--- src/dsm_pkg.sv ---
// Overview of operation
// low carrier invert bit 6 flips the selected low carrier.
// low carrier sync bit 5 waits for low carrier falling edge before switching.
// low select codes f,e,d,c pick logic cells four, three, two, one.
// low select code b picks fast oscillator, code a the system clock.
// low select code 9 is reserved and connects nothing.
// code 8 picks numeric oscillator, codes 7 and 6 pulse width six and five.
// codes 5 and 4 pick capture units two and one, PWM mode only.
// code 3 reference clock, codes 2 and 1 pin-selected carrier inputs.
// code 0 ties the low carrier to ground before inversion.
// low carrier bits 7 and 4 ignore writes and read zero.
// carrier fields set at power-on, kept across other resets.
// output follows high carrier while modulation high, low carrier otherwise.
// enable bit mixes signals; cleared, module gives no modulated output.
// an unsynced carrier switches at once; a synced one switches only on its own fall.
// modulation source code 0 uses the software modulation bit.
// output polarity bit inverts the output, idling high.
package dsm_pkg;
	localparam int ADDR_W = 3;
	localparam int DATA_W = 8;
	localparam int PIN_W = 5;
	// register indices
	localparam logic [2:0] OFS_CONTROL = 3'h0;
	localparam logic [2:0] OFS_SOURCE = 3'h1;
	localparam logic [2:0] OFS_HIGH = 3'h2;
	localparam logic [2:0] OFS_LOW = 3'h3;
	localparam logic [2:0] OFS_CIN1_SEL = 3'h4;
	localparam logic [2:0] OFS_CIN2_SEL = 3'h5;
	localparam logic [2:0] OFS_MIN_SEL = 3'h6;
	// field positions
	localparam int EN_BIT = 7;
	localparam int OPOL_BIT = 4;
	localparam int OUT_BIT = 3;
	localparam int SWBIT_BIT = 0;
	localparam int INV_BIT = 6;
	localparam int SYNC_BIT = 5;
	// writable masks and reset values
	localparam logic [7:0] CONTROL_MASK = 8'h91;
	localparam logic [7:0] SOURCE_MASK = 8'h0f;
	localparam logic [7:0] CARRIER_MASK = 8'h6f;
	localparam logic [7:0] PINSEL_MASK = 8'h1f;
	localparam logic [7:0] CONTROL_RST = 8'h00;
	localparam logic [7:0] CONFIG_RST = 8'h00;
	// carrier and modulation source select codes
	localparam logic [3:0] SEL_VSS = 4'h0;
	localparam logic [3:0] SEL_CIN1 = 4'h1;
	localparam logic [3:0] SEL_RSVD = 4'h9;
	localparam logic [3:0] SEL_CELL4 = 4'hf;
	localparam logic [3:0] MOD_SW = 4'h0;

	// select field of a carrier or source register
	function automatic logic [3:0] sel_of(input logic [7:0] r);
		return r[3:0];
	endfunction : sel_of
endpackage : dsm_pkg

--- src/carrier_if.sv ---
`timescale 1ns/1ps
interface carrier_if;
	logic [3:0] code;
	logic invert;
	logic sync;
	logic want;
	logic carrier;
	logic active;
	modport ctrl (output code, invert, sync, want, input carrier, active);
	modport mux (input code, invert, output carrier);
	modport gate (input sync, want, carrier, output active);
endinterface : carrier_if

--- src/carrier_gate.sv ---
`timescale 1ns/1ps
module carrier_gate (
	// clock and reset
	input wire logic mclk,
	input wire logic reset_n,
	// carrier under control
	carrier_if.gate cg
);
	logic prev_ff;
	logic act_ff;
	logic nxt_prev;
	logic nxt_act;
	logic fall;

	// handover on fall
	always_comb begin
		nxt_prev = cg.carrier;
		fall = prev_ff & ~cg.carrier;
		if (!cg.sync || fall) begin
			cg.active = cg.want;
		end else begin
			cg.active = act_ff;
		end
		nxt_act = cg.active;
	end

	// edge history and held activity
	always_ff @(posedge mclk or negedge reset_n) begin
		if (!reset_n) begin
			prev_ff <= 1'b0;
			act_ff <= 1'b0;
		end else begin
			prev_ff <= nxt_prev;
			act_ff <= nxt_act;
		end
	end
endmodule : carrier_gate

--- src/carrier_mux.sv ---
`timescale 1ns/1ps
module carrier_mux (
	// candidate sources, index is the select code
	input wire logic [15:0] sources,
	// control and selected carrier
	carrier_if.mux cm
);
	// pick source, then apply polarity
	always_comb begin
		cm.carrier = sources[cm.code] ^ cm.invert;
	end
endmodule : carrier_mux

--- src/data_modulator.sv ---
// The plain strobed port and the placing of the registers were decided locally.
`timescale 1ns/1ps
module data_modulator (
	// clock and resets
	input wire logic mclk,
	input wire logic reset_n,
	input wire logic other_reset,
	// register port
	input wire logic [2:0] addr,
	input wire logic [7:0] wdata,
	input wire logic wr,
	input wire logic rd,
	output logic [7:0] rdata,
	// carrier sources
	input wire logic logic_cell_one_output,
	input wire logic logic_cell_two_output,
	input wire logic logic_cell_three_output,
	input wire logic logic_cell_four_output,
	input wire logic fast_internal_oscillator,
	input wire logic system_osc_clock,
	input wire logic numeric_oscillator_output,
	input wire logic pulse_width_five_output,
	input wire logic pulse_width_six_output,
	input wire logic capture_unit_one_output,
	input wire logic capture_unit_two_output,
	input wire logic reference_clock_signal,
	// other modulation sources
	input wire logic [1:0] comparator_out,
	input wire logic [1:0] serial_data_out,
	input wire logic serial_tx_out,
	// input pins for pin select
	input wire logic [31:0] pin_in,
	// modulated output
	output logic modulated_out
);
	logic [7:0] control_ff;
	logic [7:0] source_ff;
	logic [7:0] high_ff;
	logic [7:0] low_ff;
	logic [7:0] cin1_sel_ff;
	logic [7:0] cin2_sel_ff;
	logic [7:0] min_sel_ff;
	logic [7:0] rdata_ff;
	logic out_ff;
	logic [7:0] nxt_control;
	logic [7:0] nxt_source;
	logic [7:0] nxt_high;
	logic [7:0] nxt_low;
	logic [7:0] nxt_cin1_sel;
	logic [7:0] nxt_cin2_sel;
	logic [7:0] nxt_min_sel;
	logic [7:0] nxt_rdata;
	logic nxt_out;
	logic [15:0] carrier_src;
	logic [15:0] mod_src;
	logic carrier_in1;
	logic carrier_in2;
	logic mod_pin;
	logic mod_sig;
	logic mix;

	carrier_if hi ();
	carrier_if lo ();

	// pin select routing of external inputs
	assign carrier_in1 = pin_in[cin1_sel_ff[dsm_pkg::PIN_W-1:0]];
	assign carrier_in2 = pin_in[cin2_sel_ff[dsm_pkg::PIN_W-1:0]];
	assign mod_pin = pin_in[min_sel_ff[dsm_pkg::PIN_W-1:0]];

	// carrier source table
	always_comb begin
		// ground on zero
		carrier_src[0] = 1'b0;
		// refclk and pins
		carrier_src[1] = carrier_in1;
		carrier_src[2] = carrier_in2;
		carrier_src[3] = reference_clock_signal;
		// capture unit outputs
		carrier_src[4] = capture_unit_one_output;
		carrier_src[5] = capture_unit_two_output;
		// pwm and nco
		carrier_src[6] = pulse_width_five_output;
		carrier_src[7] = pulse_width_six_output;
		carrier_src[8] = numeric_oscillator_output;
		// reserved unconnected
		carrier_src[9] = 1'b0;
		// oscillator sources
		carrier_src[10] = system_osc_clock;
		carrier_src[11] = fast_internal_oscillator;
		// logic cell outputs
		carrier_src[12] = logic_cell_one_output;
		carrier_src[13] = logic_cell_two_output;
		carrier_src[14] = logic_cell_three_output;
		carrier_src[15] = logic_cell_four_output;
	end

	// modulation source table
	always_comb begin
		// software bit source
		mod_src[0] = control_ff[dsm_pkg::SWBIT_BIT];
		mod_src[1] = mod_pin;
		mod_src[2] = capture_unit_one_output;
		mod_src[3] = capture_unit_two_output;
		mod_src[4] = pulse_width_five_output;
		mod_src[5] = pulse_width_six_output;
		mod_src[6] = comparator_out[0];
		mod_src[7] = comparator_out[1];
		mod_src[8] = serial_data_out[0];
		mod_src[9] = serial_data_out[1];
		mod_src[10] = serial_tx_out;
		mod_src[11] = numeric_oscillator_output;
		mod_src[12] = logic_cell_one_output;
		mod_src[13] = logic_cell_two_output;
		mod_src[14] = logic_cell_three_output;
		mod_src[15] = logic_cell_four_output;
		mod_sig = mod_src[dsm_pkg::sel_of(source_ff)];
	end

	// carrier controls from registers
	assign hi.code = dsm_pkg::sel_of(high_ff);
	assign hi.invert = high_ff[dsm_pkg::INV_BIT];
	assign hi.sync = high_ff[dsm_pkg::SYNC_BIT];
	assign hi.want = mod_sig;
	assign lo.code = dsm_pkg::sel_of(low_ff);
	// low polarity
	assign lo.invert = low_ff[dsm_pkg::INV_BIT];
	// low sync enable
	assign lo.sync = low_ff[dsm_pkg::SYNC_BIT];
	assign lo.want = ~mod_sig;

	carrier_mux u_hi_mux (
		.sources(carrier_src),
		.cm(hi.mux)
	);
	carrier_mux u_lo_mux (
		.sources(carrier_src),
		.cm(lo.mux)
	);
	carrier_gate u_hi_gate (
		.mclk(mclk),
		.reset_n(reset_n),
		.cg(hi.gate)
	);
	carrier_gate u_lo_gate (
		.mclk(mclk),
		.reset_n(reset_n),
		.cg(lo.gate)
	);

	// mixing and output polarity
	always_comb begin
		// follow active carrier
		mix = (hi.active & hi.carrier) | (lo.active & lo.carrier);
		// disabled gives idle
		// output polarity
		if (control_ff[dsm_pkg::EN_BIT]) begin
			nxt_out = mix ^ control_ff[dsm_pkg::OPOL_BIT];
		end else begin
			nxt_out = control_ff[dsm_pkg::OPOL_BIT];
		end
	end

	// register writes and read mux
	always_comb begin
		nxt_control = control_ff;
		nxt_source = source_ff;
		nxt_high = high_ff;
		nxt_low = low_ff;
		nxt_cin1_sel = cin1_sel_ff;
		nxt_cin2_sel = cin2_sel_ff;
		nxt_min_sel = min_sel_ff;
		nxt_rdata = 8'h00;
		// keep carriers, disable
		if (other_reset) begin
			nxt_control = dsm_pkg::CONTROL_RST;
		end else if (wr) begin
			case (addr)
				dsm_pkg::OFS_CONTROL: nxt_control = wdata & dsm_pkg::CONTROL_MASK;
				dsm_pkg::OFS_SOURCE: nxt_source = wdata & dsm_pkg::SOURCE_MASK;
				dsm_pkg::OFS_HIGH: nxt_high = wdata & dsm_pkg::CARRIER_MASK;
				// unimplemented bits dropped
				dsm_pkg::OFS_LOW: nxt_low = wdata & dsm_pkg::CARRIER_MASK;
				dsm_pkg::OFS_CIN1_SEL: nxt_cin1_sel = wdata & dsm_pkg::PINSEL_MASK;
				dsm_pkg::OFS_CIN2_SEL: nxt_cin2_sel = wdata & dsm_pkg::PINSEL_MASK;
				dsm_pkg::OFS_MIN_SEL: nxt_min_sel = wdata & dsm_pkg::PINSEL_MASK;
				default: nxt_rdata = 8'h00;
			endcase
		end
		if (rd) begin
			case (addr)
				dsm_pkg::OFS_CONTROL: begin
					nxt_rdata = control_ff;
					nxt_rdata[dsm_pkg::OUT_BIT] = out_ff;
				end
				dsm_pkg::OFS_SOURCE: nxt_rdata = source_ff;
				dsm_pkg::OFS_HIGH: nxt_rdata = high_ff;
				dsm_pkg::OFS_LOW: nxt_rdata = low_ff;
				dsm_pkg::OFS_CIN1_SEL: nxt_rdata = cin1_sel_ff;
				dsm_pkg::OFS_CIN2_SEL: nxt_rdata = cin2_sel_ff;
				dsm_pkg::OFS_MIN_SEL: nxt_rdata = min_sel_ff;
				default: nxt_rdata = 8'h00;
			endcase
		end
	end

	// state registers
	always_ff @(posedge mclk or negedge reset_n) begin
		if (!reset_n) begin
			control_ff <= dsm_pkg::CONTROL_RST;
			source_ff <= dsm_pkg::CONFIG_RST;
			high_ff <= dsm_pkg::CONFIG_RST;
			low_ff <= dsm_pkg::CONFIG_RST;
			cin1_sel_ff <= dsm_pkg::CONFIG_RST;
			cin2_sel_ff <= dsm_pkg::CONFIG_RST;
			min_sel_ff <= dsm_pkg::CONFIG_RST;
			rdata_ff <= 8'h00;
			out_ff <= 1'b0;
		end else begin
			control_ff <= nxt_control;
			source_ff <= nxt_source;
			high_ff <= nxt_high;
			low_ff <= nxt_low;
			cin1_sel_ff <= nxt_cin1_sel;
			cin2_sel_ff <= nxt_cin2_sel;
			min_sel_ff <= nxt_min_sel;
			rdata_ff <= nxt_rdata;
			out_ff <= nxt_out;
		end
	end

	assign rdata = rdata_ff;
	assign modulated_out = out_ff;
endmodule : data_modulator

--- config.mk ---
export PLATFORM = sky130hd
export DESIGN_NAME = data_modulator
export DESIGN_NICKNAME = d
export VERILOG_FILES = /design/src/dsm_pkg.sv /design/src/carrier_if.sv /design/src/carrier_gate.sv /design/src/carrier_mux.sv /design/src/data_modulator.sv
export SDC_FILE = /design/constraint.sdc
export NUM_CORES = 1
export LEC_CHECK = 0
export BUFFER_PORTS_ARGS = -buffer_cell sky130_fd_sc_hd__clkbuf_2
export CAP_MARGIN = 25
export CORE_UTILIZATION = 35
export CTS_BUF_LIST = sky130_fd_sc_hd__clkbuf_4 sky130_fd_sc_hd__clkbuf_8
export DETAILED_ROUTE_END_ITERATION = 10
export GPL_ROUTABILITY_DRIVEN = 1
export PLACE_DENSITY = 0.61
export SLEW_MARGIN = 5
export SYNTH_ARGS = -nofsm -noshare
export SYNTH_HDL_FRONTEND = slang
export SYNTH_HIERARCHICAL = 1
export SYNTH_SLANG_ARGS = --single-unit
--- constraint.sdc ---
create_clock -name mclk -period 8.1 [get_ports mclk]
set_input_delay 1.62 -clock mclk [delete_from_list [all_inputs] [get_ports mclk]]
set_output_delay 1.62 -clock mclk [all_outputs]
set_load 0.005 [all_outputs]
## Word level (Yosys, flattened, before mapping)

Index checks and enable logic that the tools add are counted.

| storage, ports and cells | value |
|---|---|
| register bits after elaboration | 52 |
| input port bits | 65 |
| logic and storage cells | 71 |
| output and inout port bits | 9 |

| cells by class | value |
|---|---|
| eq/ne operators | 6 |
| order comparisons | 6 |
| mux-type cells | 20 |
| reductions and logical operators | 14 |
| bitwise operators | 12 |

Operator list:

| kind | number |
|---|---|
| case mux 8 bit (7 select lines) | 1 |
| two-way mux 8 bit | 4 |
| less-than comparator 5 x 6 -> 1 bit (second input constant) | 3 |
| AND reduction 3 bit | 6 |
| binary-select mux 1 bit (select 5 bit) | 3 |
| less-than comparator 4 x 5 -> 1 bit (second input constant) | 3 |
| binary-select mux 1 bit (select 4 bit) | 3 |
| == test 3 bit (second input constant) | 3 |
| two-way mux 1 bit | 9 |
| == test 3 x 2 -> 1 bit (second input constant) | 2 |
| bitwise AND 1 bit | 4 |
| NOT 1 bit | 4 |
| nonzero test 2 bit | 2 |
| == test 3 x 1 -> 1 bit (second input constant) | 1 |
| zero test 3 bit | 1 |
| XOR 1 bit | 3 |
| zero test 1 bit | 2 |
| logical OR 1 bit | 2 |
| AND reduction 2 bit | 1 |
| bitwise OR 1 bit | 1 |

## Longest topological paths before layout

Gate-level depths: netlist (run 1).

| logic depth | value |
|---|---|
| depth after elaboration | 13 |
| mapped depth | 12 |
| depth with buffers taken out | 11 |

## Cells and area by module

Netlist (run 1), hierarchy kept.

Modules (own cells, without submodules):

| module | instances | area each (sq um) | sequential area each (sq um) | cells an instance |
|---|---|---|---|---|
| data_modulator | 1 | 2867.8 | 1076.0 | 221 |
| carrier_mux | 2 | 136.4 | 0.0 | 6 |
| carrier_gate | 2 | 77.6 | 50.0 | 5 |

## Worst setup path after synthesis (run 1)

No wires, ideal clock.

| path | value |
|---|---|
| path type | input-to-reg |
| from | in pin_in[31] |
| to | reg out_ff (netlist: modulated_out) |
| cell stages on the path | 11 |
| arrival | 4718 ps |
| library setup time | 80 ps |
| path buffers | 0 |
| path slack | 3302 ps |
| cells stage by stage | mux4_2 > mux4_2 > mux2_2 > mux4_1 > mux4_2 > xor2_1 > o21ai_2 > mux2_4 > a22o_1 > nand2_1 > xnor2_1 |

| between the ends | value |
|---|---|
| cells in the longest elaborated chain, start to end | 13 |
| elaborated cells between the ends (all ways) | 28 |

Ends and longest elaborated chain:

| what | RTL line | RTL |
|---|---|---|
| start: declaration | data_modulator.sv:32 | `input wire logic [31:0] pin_in,` |
| binary-select mux 1 bit (select 5 bit) | data_modulator.sv:66 | `assign carrier_in1 = pin_in[cin1_sel_ff[dsm_pkg::PIN_W-1:0]];` |
| two-way mux 1 bit (not written as such) | data_modulator.sv:66 |  |
| net carrier_in1 | data_modulator.sv:56 | `logic carrier_in1;` |
| binary-select mux 1 bit (select 4 bit) | carrier_mux.sv:10 | `cm.carrier = sources[cm.code] ^ cm.invert;` |
| two-way mux 1 bit (not written as such) | carrier_mux.sv:10 |  |
| XOR 1 bit | carrier_mux.sv:10 |  |
| net hi.carrier | carrier_if.sv:7 | `logic carrier;` |
| NOT 1 bit | carrier_gate.sv:18 | `fall = prev_ff & ~cg.carrier;` |
| bitwise AND 1 bit | carrier_gate.sv:18 |  |
| logical OR 1 bit | carrier_gate.sv:19 | `if (!cg.sync \|\| fall) begin` |
| two-way mux 1 bit | carrier_gate.sv:19 |  |
| net hi.active | carrier_if.sv:8 | `logic active;` |
| bitwise AND 1 bit | data_modulator.sv:153 | `mix = (hi.active & hi.carrier) \| (lo.active & lo.carrier);` |
| bitwise OR 1 bit | data_modulator.sv:153 |  |
| XOR 1 bit | data_modulator.sv:157 | `nxt_out = mix ^ control_ff[dsm_pkg::OPOL_BIT];` |
| two-way mux 1 bit | data_modulator.sv:156 | `if (control_ff[dsm_pkg::EN_BIT]) begin` |
| net nxt_out | data_modulator.sv:53 | `logic nxt_out;` |
| end signal: assignment | data_modulator.sv:227 | `out_ff <= nxt_out;` |
| end: declaration | data_modulator.sv:44 | `logic out_ff;` |

The timed path passes the listed nets, and every way through them passes these cells. The select of a mux whose other input is x is not followed.
A chain may end at the register's enable or synchronous reset.

## Worst setup path in the final report (run 1)

| path | value |
|---|---|
| from | in pin_in[31] |
| to | reg out_ff (netlist: modulated_out) |

| between the ends | value |
|---|---|
| cells in the longest elaborated chain, start to end | 13 |
| elaborated cells between the ends (all ways) | 28 |

Ends and longest elaborated chain:

| what | RTL line | RTL |
|---|---|---|
| binary-select mux 1 bit (select 5 bit) | data_modulator.sv:67 | `assign carrier_in2 = pin_in[cin2_sel_ff[dsm_pkg::PIN_W-1:0]];` |
| two-way mux 1 bit (not written as such) | data_modulator.sv:67 |  |
| net carrier_in2 | data_modulator.sv:57 | `logic carrier_in2;` |
| binary-select mux 1 bit (select 4 bit) | carrier_mux.sv:10 |  |
| two-way mux 1 bit (not written as such) | carrier_mux.sv:10 |  |
| XOR 1 bit | carrier_mux.sv:10 |  |
| net hi.carrier | carrier_if.sv:7 |  |
| NOT 1 bit | carrier_gate.sv:18 |  |
| bitwise AND 1 bit | carrier_gate.sv:18 |  |
| logical OR 1 bit | carrier_gate.sv:19 |  |
| two-way mux 1 bit | carrier_gate.sv:19 |  |
| net hi.active | carrier_if.sv:8 |  |
| bitwise AND 1 bit | data_modulator.sv:153 |  |
| bitwise OR 1 bit | data_modulator.sv:153 |  |
| XOR 1 bit | data_modulator.sv:157 |  |
| two-way mux 1 bit | data_modulator.sv:156 |  |
| net nxt_out | data_modulator.sv:53 |  |

The timed path passes the listed nets, and every way through them passes these cells. The select of a mux whose other input is x is not followed.

==> results of run 1 <==
## power by group through the flow
stage	combinational, W	clock [W]	sequential, W
2_1_floorplan	0.000277	0	0.000319
3_3_place_gp	0.000301	0	0.000379
3_5_place_dp	0.000306	0	0.000381
4_1_cts	0.000307	0.000172	0.000377
5_1_grt	0.000331	0.000182	0.000386
6_report	0.000306	0.000168	0.000376
## registers in the layout, summed over array words and instances, names as in the netlist, 3 cells and up
register / count
low_ff: 6
control_ff: 3
min_sel_ff: 5
high_ff: 6
source_ff: 4
rdata: 8
cin2_sel_ff: 5
cin1_sel_ff: 5
## how the worst min path moves through the flow
stage	start	end	slack [ns]	depth (start not counted)
floorplan	control_ff[4]	modulated_out	0.46	1
global placement	u_lo_gate/act_ff	u_lo_gate/act_ff	0.49	1
detailed placement	u_lo_gate/act_ff	u_lo_gate/act_ff	0.49	1
CTS	u_hi_gate/act_ff	u_hi_gate/act_ff	0.52	1
global route	u_hi_gate/act_ff	u_hi_gate/act_ff	0.53	1
finish	u_hi_gate/act_ff	u_hi_gate/act_ff	0.52	1
## metrics by stage
stage / hold WS, ns / instances / util [%] / total power [W]
floorplan: 0.465 / 246 / - / 0.000596
global placement: 0.486 / 414 / 40.6 / 0.000681
detailed placement: 0.493 / 414 / 40.6 / 0.000687
CTS: 0.518 / 421 / 41.8 / 0.000856
global route: 0.528 / 421 / 41.8 / 0.000899
finish: 0.518 / 421 / 41.8 / 0.000850
## area by class of cell
cell class                 instances  area (sq um)
sequential                        47          1180
tap                              111           139
inverter                           4          15.0
clock inverter                     1          30.0
timing repair buffer              74           373
fill                             868          5360
multi-input combinational        178          2030
clock buffer                       6          76.3
## layer usage
| layer | vias up | GRT usage (%) | wire length [microns] |
|---|---|---|---|
| li1 | 1104 | - | - |
| met2 | 74 | 30.9 | 4060 |
| met5 | - | 0 | 0 |
| met3 | 7 | 2.98 | 320 |
| met4 | 0 | 4.25 | 100 |
| met1 | 1166 | 23.9 | 3700 |
## Yosys cell counts (all sizes together) (4+ instances only)
master  count  share of area (%)
nor3        4               0.61
nor2       13                1.5
mux2i      22                6.7
inv         4               0.46
mux2       36                 13
nand3b      4               0.91
o21ai       8                1.4
buf         7                1.4
mux4       39                 28
a21oi       4               0.61
clkbuf     10                1.1
nand2      11                1.3
dfrtp      47                 36
## critical path: cells and delay by family
family                 cells  cell delay, ns
multiplexers               6            2.55
buffers and inverters      1            0.09
XOR/XNOR                   2            0.39
AND/OR/NAND/NOR            1            0.07
AO/OA/AOI/OAI              2            0.31
## kinds of logic after synthesis
family          Yosys count  share of synthesized area, %
xor+xnor                  3                         0.797
other cells               1                         0.114
flops                    47                          35.7
simple gates             46                          6.87
mux                      97                          47.0
buf+inv                  21                          3.04
compound gates           28                          6.49
==> impl_metrics.yaml, run 1 <==
run_status:
  status: "finished, violations left"
  violations: "DRC"
timing:
  fin_setup_tns_ns: 0
  max_freq_mhz: 207
  min_period_ns: 4.83
  min_period_over_period_pct: 59.6
  finalHoldViolCount: 0
  worst_slack_ns: 3.27
  relSlewSlack_pct: 35.3
  slew_violations: 0
  rsz0062_at_grt: "false"
  setup_viol: 0
  tightest_slew_ns: 0.963
  final.setup_skew_ns: 0.0103
route:
  routedWlPerCell_microns: 19.4
  vias: 2351
  drt_first_iter_violations: 135
  firstDrtPassIters: 7
  ant_nets: 0
  routed_wl_microns: 8180
  vias_per_cell: 5.58
  drc: 2
cells_and_area:
  syn2layout_area_growth_pct: 16.5
  drive_gt1_share_pct: 48.4
  mostFrequentLayoutCells: "73 x clkbuf_2, 47 x dfrtp_1, 34 x mux2_2"
  nets: 375
  fin_area_sq_um: 3840
  final_common_cell: "clkbuf_2"
  n_antenna_cell: 0
clock_tree:
  clock_path_buffers: 2
  tritoncts: "done"
  cts-root-buf: "clkbuf_8"
  postCtsSetupBuffers: 0
  ctsHtreeMaxLevel: 2
  numCtsBuffers: 5
  clock_latency_ns: 0.29
  clk_pin_slew_worst_paths_ns: 0.08
  cts_resized: 0
  hold_buffers: 0
  cts.sinks: 47
pwr:
  p_switching_w: 0.000273
  p_leak_nw: 1.68
  sequentialPowerShare_pct: 44.2
  power_density_nw_per_um2: 221
  comb_power_share_pct: 36.0
  p_int_w: 0.000576
  ir_worst_vdd_mv: 0.0785
  clock_power_share_pct: 19.8
  p_sw_share_pct: 32.2
place:
  numPortBuffers: 73
  placed_cell_area_sq_um: 3730
  dp_slack_ns: 2.97
  gp_congestion: 0.791
  hpwl_microns: 6280
synthesis:
  ys_seq_elements: 47
  synthDistinctLibCells: 38
  synth-edff-count: 0
  avgSynthCellArea_sq_um: 13.6
  synth_ff_type: "dfrtp_1"
  yosysWarnings: 6
  syn_inst: 243
  async_reset_ff_share_pct: 100
  netlist_area_sq_um: 3300
  ys_seq_area_share_pct: 35.7
worst_setup_path:
  crit_fanout: 3
  path_common_cell: "mux4_2"
  worstSetupStartpointType: "primary input"
  crit_required_ns: 8.32
  crit_start: "pin_in[31]"
  path_class: "primary input to flip-flop"
  cp_slowest_cell: "mux4_2"
  slowest_delay_ns: 0.52
  r2r_start: "cin2_sel_ff[0]"
  r2r_cells: 11
  endpoint: "modulated_out"
  regToRegSetupSlack_ns: 3.83
  r2r-end: "modulated_out"
  cp_cell_sequence: "clkbuf_2 -> mux4_2 -> mux4_2 -> mux2_2 -> mux4_1 -> mux4_2 -> xor2_1 -> o21ai_2 -> mux2_4 -> a22o_1 -> nand2_1 -> xnor2_1"
  worstPathArrival_ns: 5.04
  endpoint_kind: "flip-flop"
die:
  die_h_microns: 99.0
  core_sq_um: 9200
  fp-row-count: 35
  die_w_microns: 99.0
  start_util_pct: 35.8
  ios: 74
  dieArea_sq_um: 9810
global_route:
  grt_pass1_wl_microns: 13300
  grtUsageTotal_pct: 18.0
  grt_max_degree: 48
  antenna_found_initial: 0
  grt_pass1_vias: 2391
  overflow: 0
worst_hold_path:
  min_path_type: "flip-flop to flip-flop"
job:
  maxCapViolCount: 0
No activity file was read; power rests on OpenSTA's default activity.
==> inputs of run 2 (changes only) <==
Settings changed: ABC_AREA set to 1, PLACE_DENSITY 0.61 to 0.6.
Clock period 8.1 ns to 4.77 ns, I/O delays scaled along.
==> run 2 against run 1 <==
The run now ends clean; area after synthesis is 8.6% higher; setup slack worse by 1.9 ns; die area grew 8.4%; critical endpoint unchanged; largest cell class unchanged; largest power group unchanged.
==> impl_metrics.yaml, run 2 <==
run_status:
  status: "finished clean"
cells_and_area:
  syn2layout_area_growth_pct: 16.1
  largest_reg_flops: 8
  post-route-util_pct: 42.3
  final_common_cell: "nand2_1"
  drive_gt1_share_pct: 19.7
  n_antenna_cell: 0
  nets: 668
  mostFrequentLayoutCells: "146 x nand2_1, 73 x clkbuf_2, 69 x inv_1"
place:
  numPortBuffers: 73
  gp_congestion: 0.947
  hpwl_microns: 8540
timing:
  max_freq_mhz: 294
  final.setup_skew_ns: 0.0108
  tightest_slew_ns: 0.645
  whs_ns: 0.527
  relSlewSlack_pct: 57.0
  rsz0062_at_grt: "false"
  min_period_ns: 3.40
  slew_violations: 0
  min_period_over_period_pct: 71.3
  finalHoldViolCount: 0
  setup_viol: 0
  fin_setup_tns_ns: 0
worst_hold_path:
  hold_depth: 2
  min_path_type: "flip-flop to flip-flop"
worst_setup_path:
  r2r_start: "cin2_sel_ff[0]"
  crit_required_ns: 5.00
  worstSetupStartpointType: "flip-flop"
  r2r-end: "modulated_out"
  path_common_cell: "nand2_1"
  regToRegSetupSlack_ns: 1.37
  path_class: "flip-flop to flip-flop"
  r2r_cells: 25
  slowest_delay_ns: 0.58
  crit_start: "cin2_sel_ff[0]"
  endpoint_kind: "flip-flop"
  endpoint: "modulated_out"
  crit_fanout: 18
  cp_slowest_cell: "dfrtp_1"
  worstPathArrival_ns: 3.63
die:
  start_util_pct: 36.4
  die_h_microns: 103
  dieArea_sq_um: 10600
  ios: 74
  die_w_microns: 103
  fp-row-count: 36
  core_sq_um: 9820
synthesis:
  ys_seq_area_share_pct: 32.9
  synthDistinctLibCells: 38
  synth_common_cells: "146 x nand2_1, 69 x inv_1, 68 x o21ai_0, 52 x nand3_1, 48 x nor2_1"
  avgSynthCellArea_sq_um: 6.69
  ys_seq_elements: 47
  async_reset_ff_share_pct: 100
  synth_most_common_cell: "nand2_1"
  yosysWarnings: 6
  netlist_area_sq_um: 3580
  synth_ff_type: "dfrtp_1"
  syn_inst: 535
  yosys.area.top_type: "dfrtp_1"
  synth_top_area_share_pct: 32.9
  synth-edff-count: 0
  synthTopCellsByArea: "dfrtp_1 33%, nand2_1 15%, o21ai_0 9.5%"
clock_tree:
  tritoncts: "done"
  clk_pin_slew_worst_paths_ns: 0.10
  hold_buffers: 0
  clock_path_buffers: 2
  ctsHtreeMaxLevel: 2
  clock_latency_ns: 0.31
  numCtsBuffers: 5
  cts_resized: 0
  cts-root-buf: "clkbuf_8"
  cts.sinks: 47
  postCtsSetupBuffers: 0
pwr:
  clock_power_share_pct: 22.7
  comb_power_share_pct: 37.9
  p_switching_w: 0.000658
  p_sw_share_pct: 42.0
  power.total_w: 0.00157
  sequentialPowerShare_pct: 39.3
  power_density_nw_per_um2: 378
  ir_worst_vdd_mv: 0.153
  p_int_w: 0.000911
  p_leak_nw: 2.09
global_route:
  grt_pass1_vias: 3485
  grtUsageTotal_pct: 21.9
  overflow: 0
  grt_max_degree: 48
  grt_pass1_wl_microns: 18000
  antenna_found_initial: 0
route:
  ant_nets: 0
  drt_first_iter_violations: 272
  routedWlPerCell_microns: 15.1
  vias: 3832
  drc: 0
  routed_wl_microns: 11100
  vias_per_cell: 5.20
  firstDrtPassIters: 5
job:
  maxCapViolCount: 0
==> run 2: changes by cell type after synthesis, moves of 22 or more <==
| cell | before | now |
|---|---|---|
| nand2_1 | 11 | 146 |
| mux4_2 | 29 | 0 |
| mux2_2 | 34 | 0 |
| o21ai_0 | 5 | 68 |
| mux2i_1 | 22 | 0 |
| nand3_1 | 2 | 52 |
| inv_1 | 4 | 69 |
| nor2_1 | 13 | 48 |
==> run 2: area by class of cell <==
type | instances | area, sq um
Tap cell | 133 | 166
Clock inverter | 3 | 71.3
Multi-Input combinational cell | 401 | 2000
Inverter | 74 | 298
Clock buffer | 5 | 68.8
Timing Repair Buffer | 74 | 373
Fill cell | 1084 | 5670
Sequential cell | 47 | 1180
==> run 2: logic make-up (layout without fill, tap and decap cells) <==
family / after synthesis / count (layout) / share of synthesized area [%]
AND/OR/NAND/NOR: 271 / 271 / 34.2
AO/OA/AOI/OAI: 125 / 125 / 21.0
buffers and inverters: 90 / 156 / 11.5
flip-flops: 47 / 47 / 32.9
other: 1 / 4 / 0.105
XOR/XNOR: 1 / 1 / 0.245
==> run 2: worst min-delay path by stage <==
stage | start | to | slack (ns)
after CTS | cin1_sel_ff[3] | cin1_sel_ff[3] | 0.53
after global placement | u_hi_gate/act_ff | u_hi_gate/act_ff | 0.49
after detailed placement | u_lo_gate/act_ff | u_lo_gate/act_ff | 0.50
after floorplan | u_lo_gate/act_ff | u_lo_gate/act_ff | 0.47
final | cin1_sel_ff[3] | cin1_sel_ff[3] | 0.53
after global routing | cin1_sel_ff[3] | cin1_sel_ff[3] | 0.55
==> run 2: metal layers <==
layer	global-route usage, %	vias to the layer above	wire [microns]
li1	-	1901	-
met1	31.2	1786	5150
met2	35.9	133	5100
met3	2.24	12	745
met4	4.66	0	127
met5	0	-	0
==> run 2: stage by stage <==
step,setup slack [ns],instance area [sq um],instances
after floorplan,2.01,3590,538
after global placement,1.58,4010,729
after detailed placement,1.49,4010,729
after CTS,1.53,4150,737
after global routing,1.08,4150,737
final,1.37,4150,737
==> run 2: critical path, delay by kind of cell, from the launching register on <==
family,cells,cell delay [ns]
AND/OR/NAND/NOR,17,1.18
buffers and inverters,2,0.57
AO/OA/AOI/OAI,5,0.79
flip-flops,1,0.58
XOR/XNOR,1,0.17
==> run 2: power by group through the flow <==
stage | logic (W) | clock network, W | registers [W]
after detailed placement | 0.000588 | 0 | 0.000623
after floorplan | 0.000492 | 0 | 0.000533
after CTS | 0.000590 | 0.000362 | 0.000615
final | 0.000595 | 0.000357 | 0.000617
after global routing | 0.000674 | 0.000376 | 0.000631
after global placement | 0.000575 | 0 | 0.000620
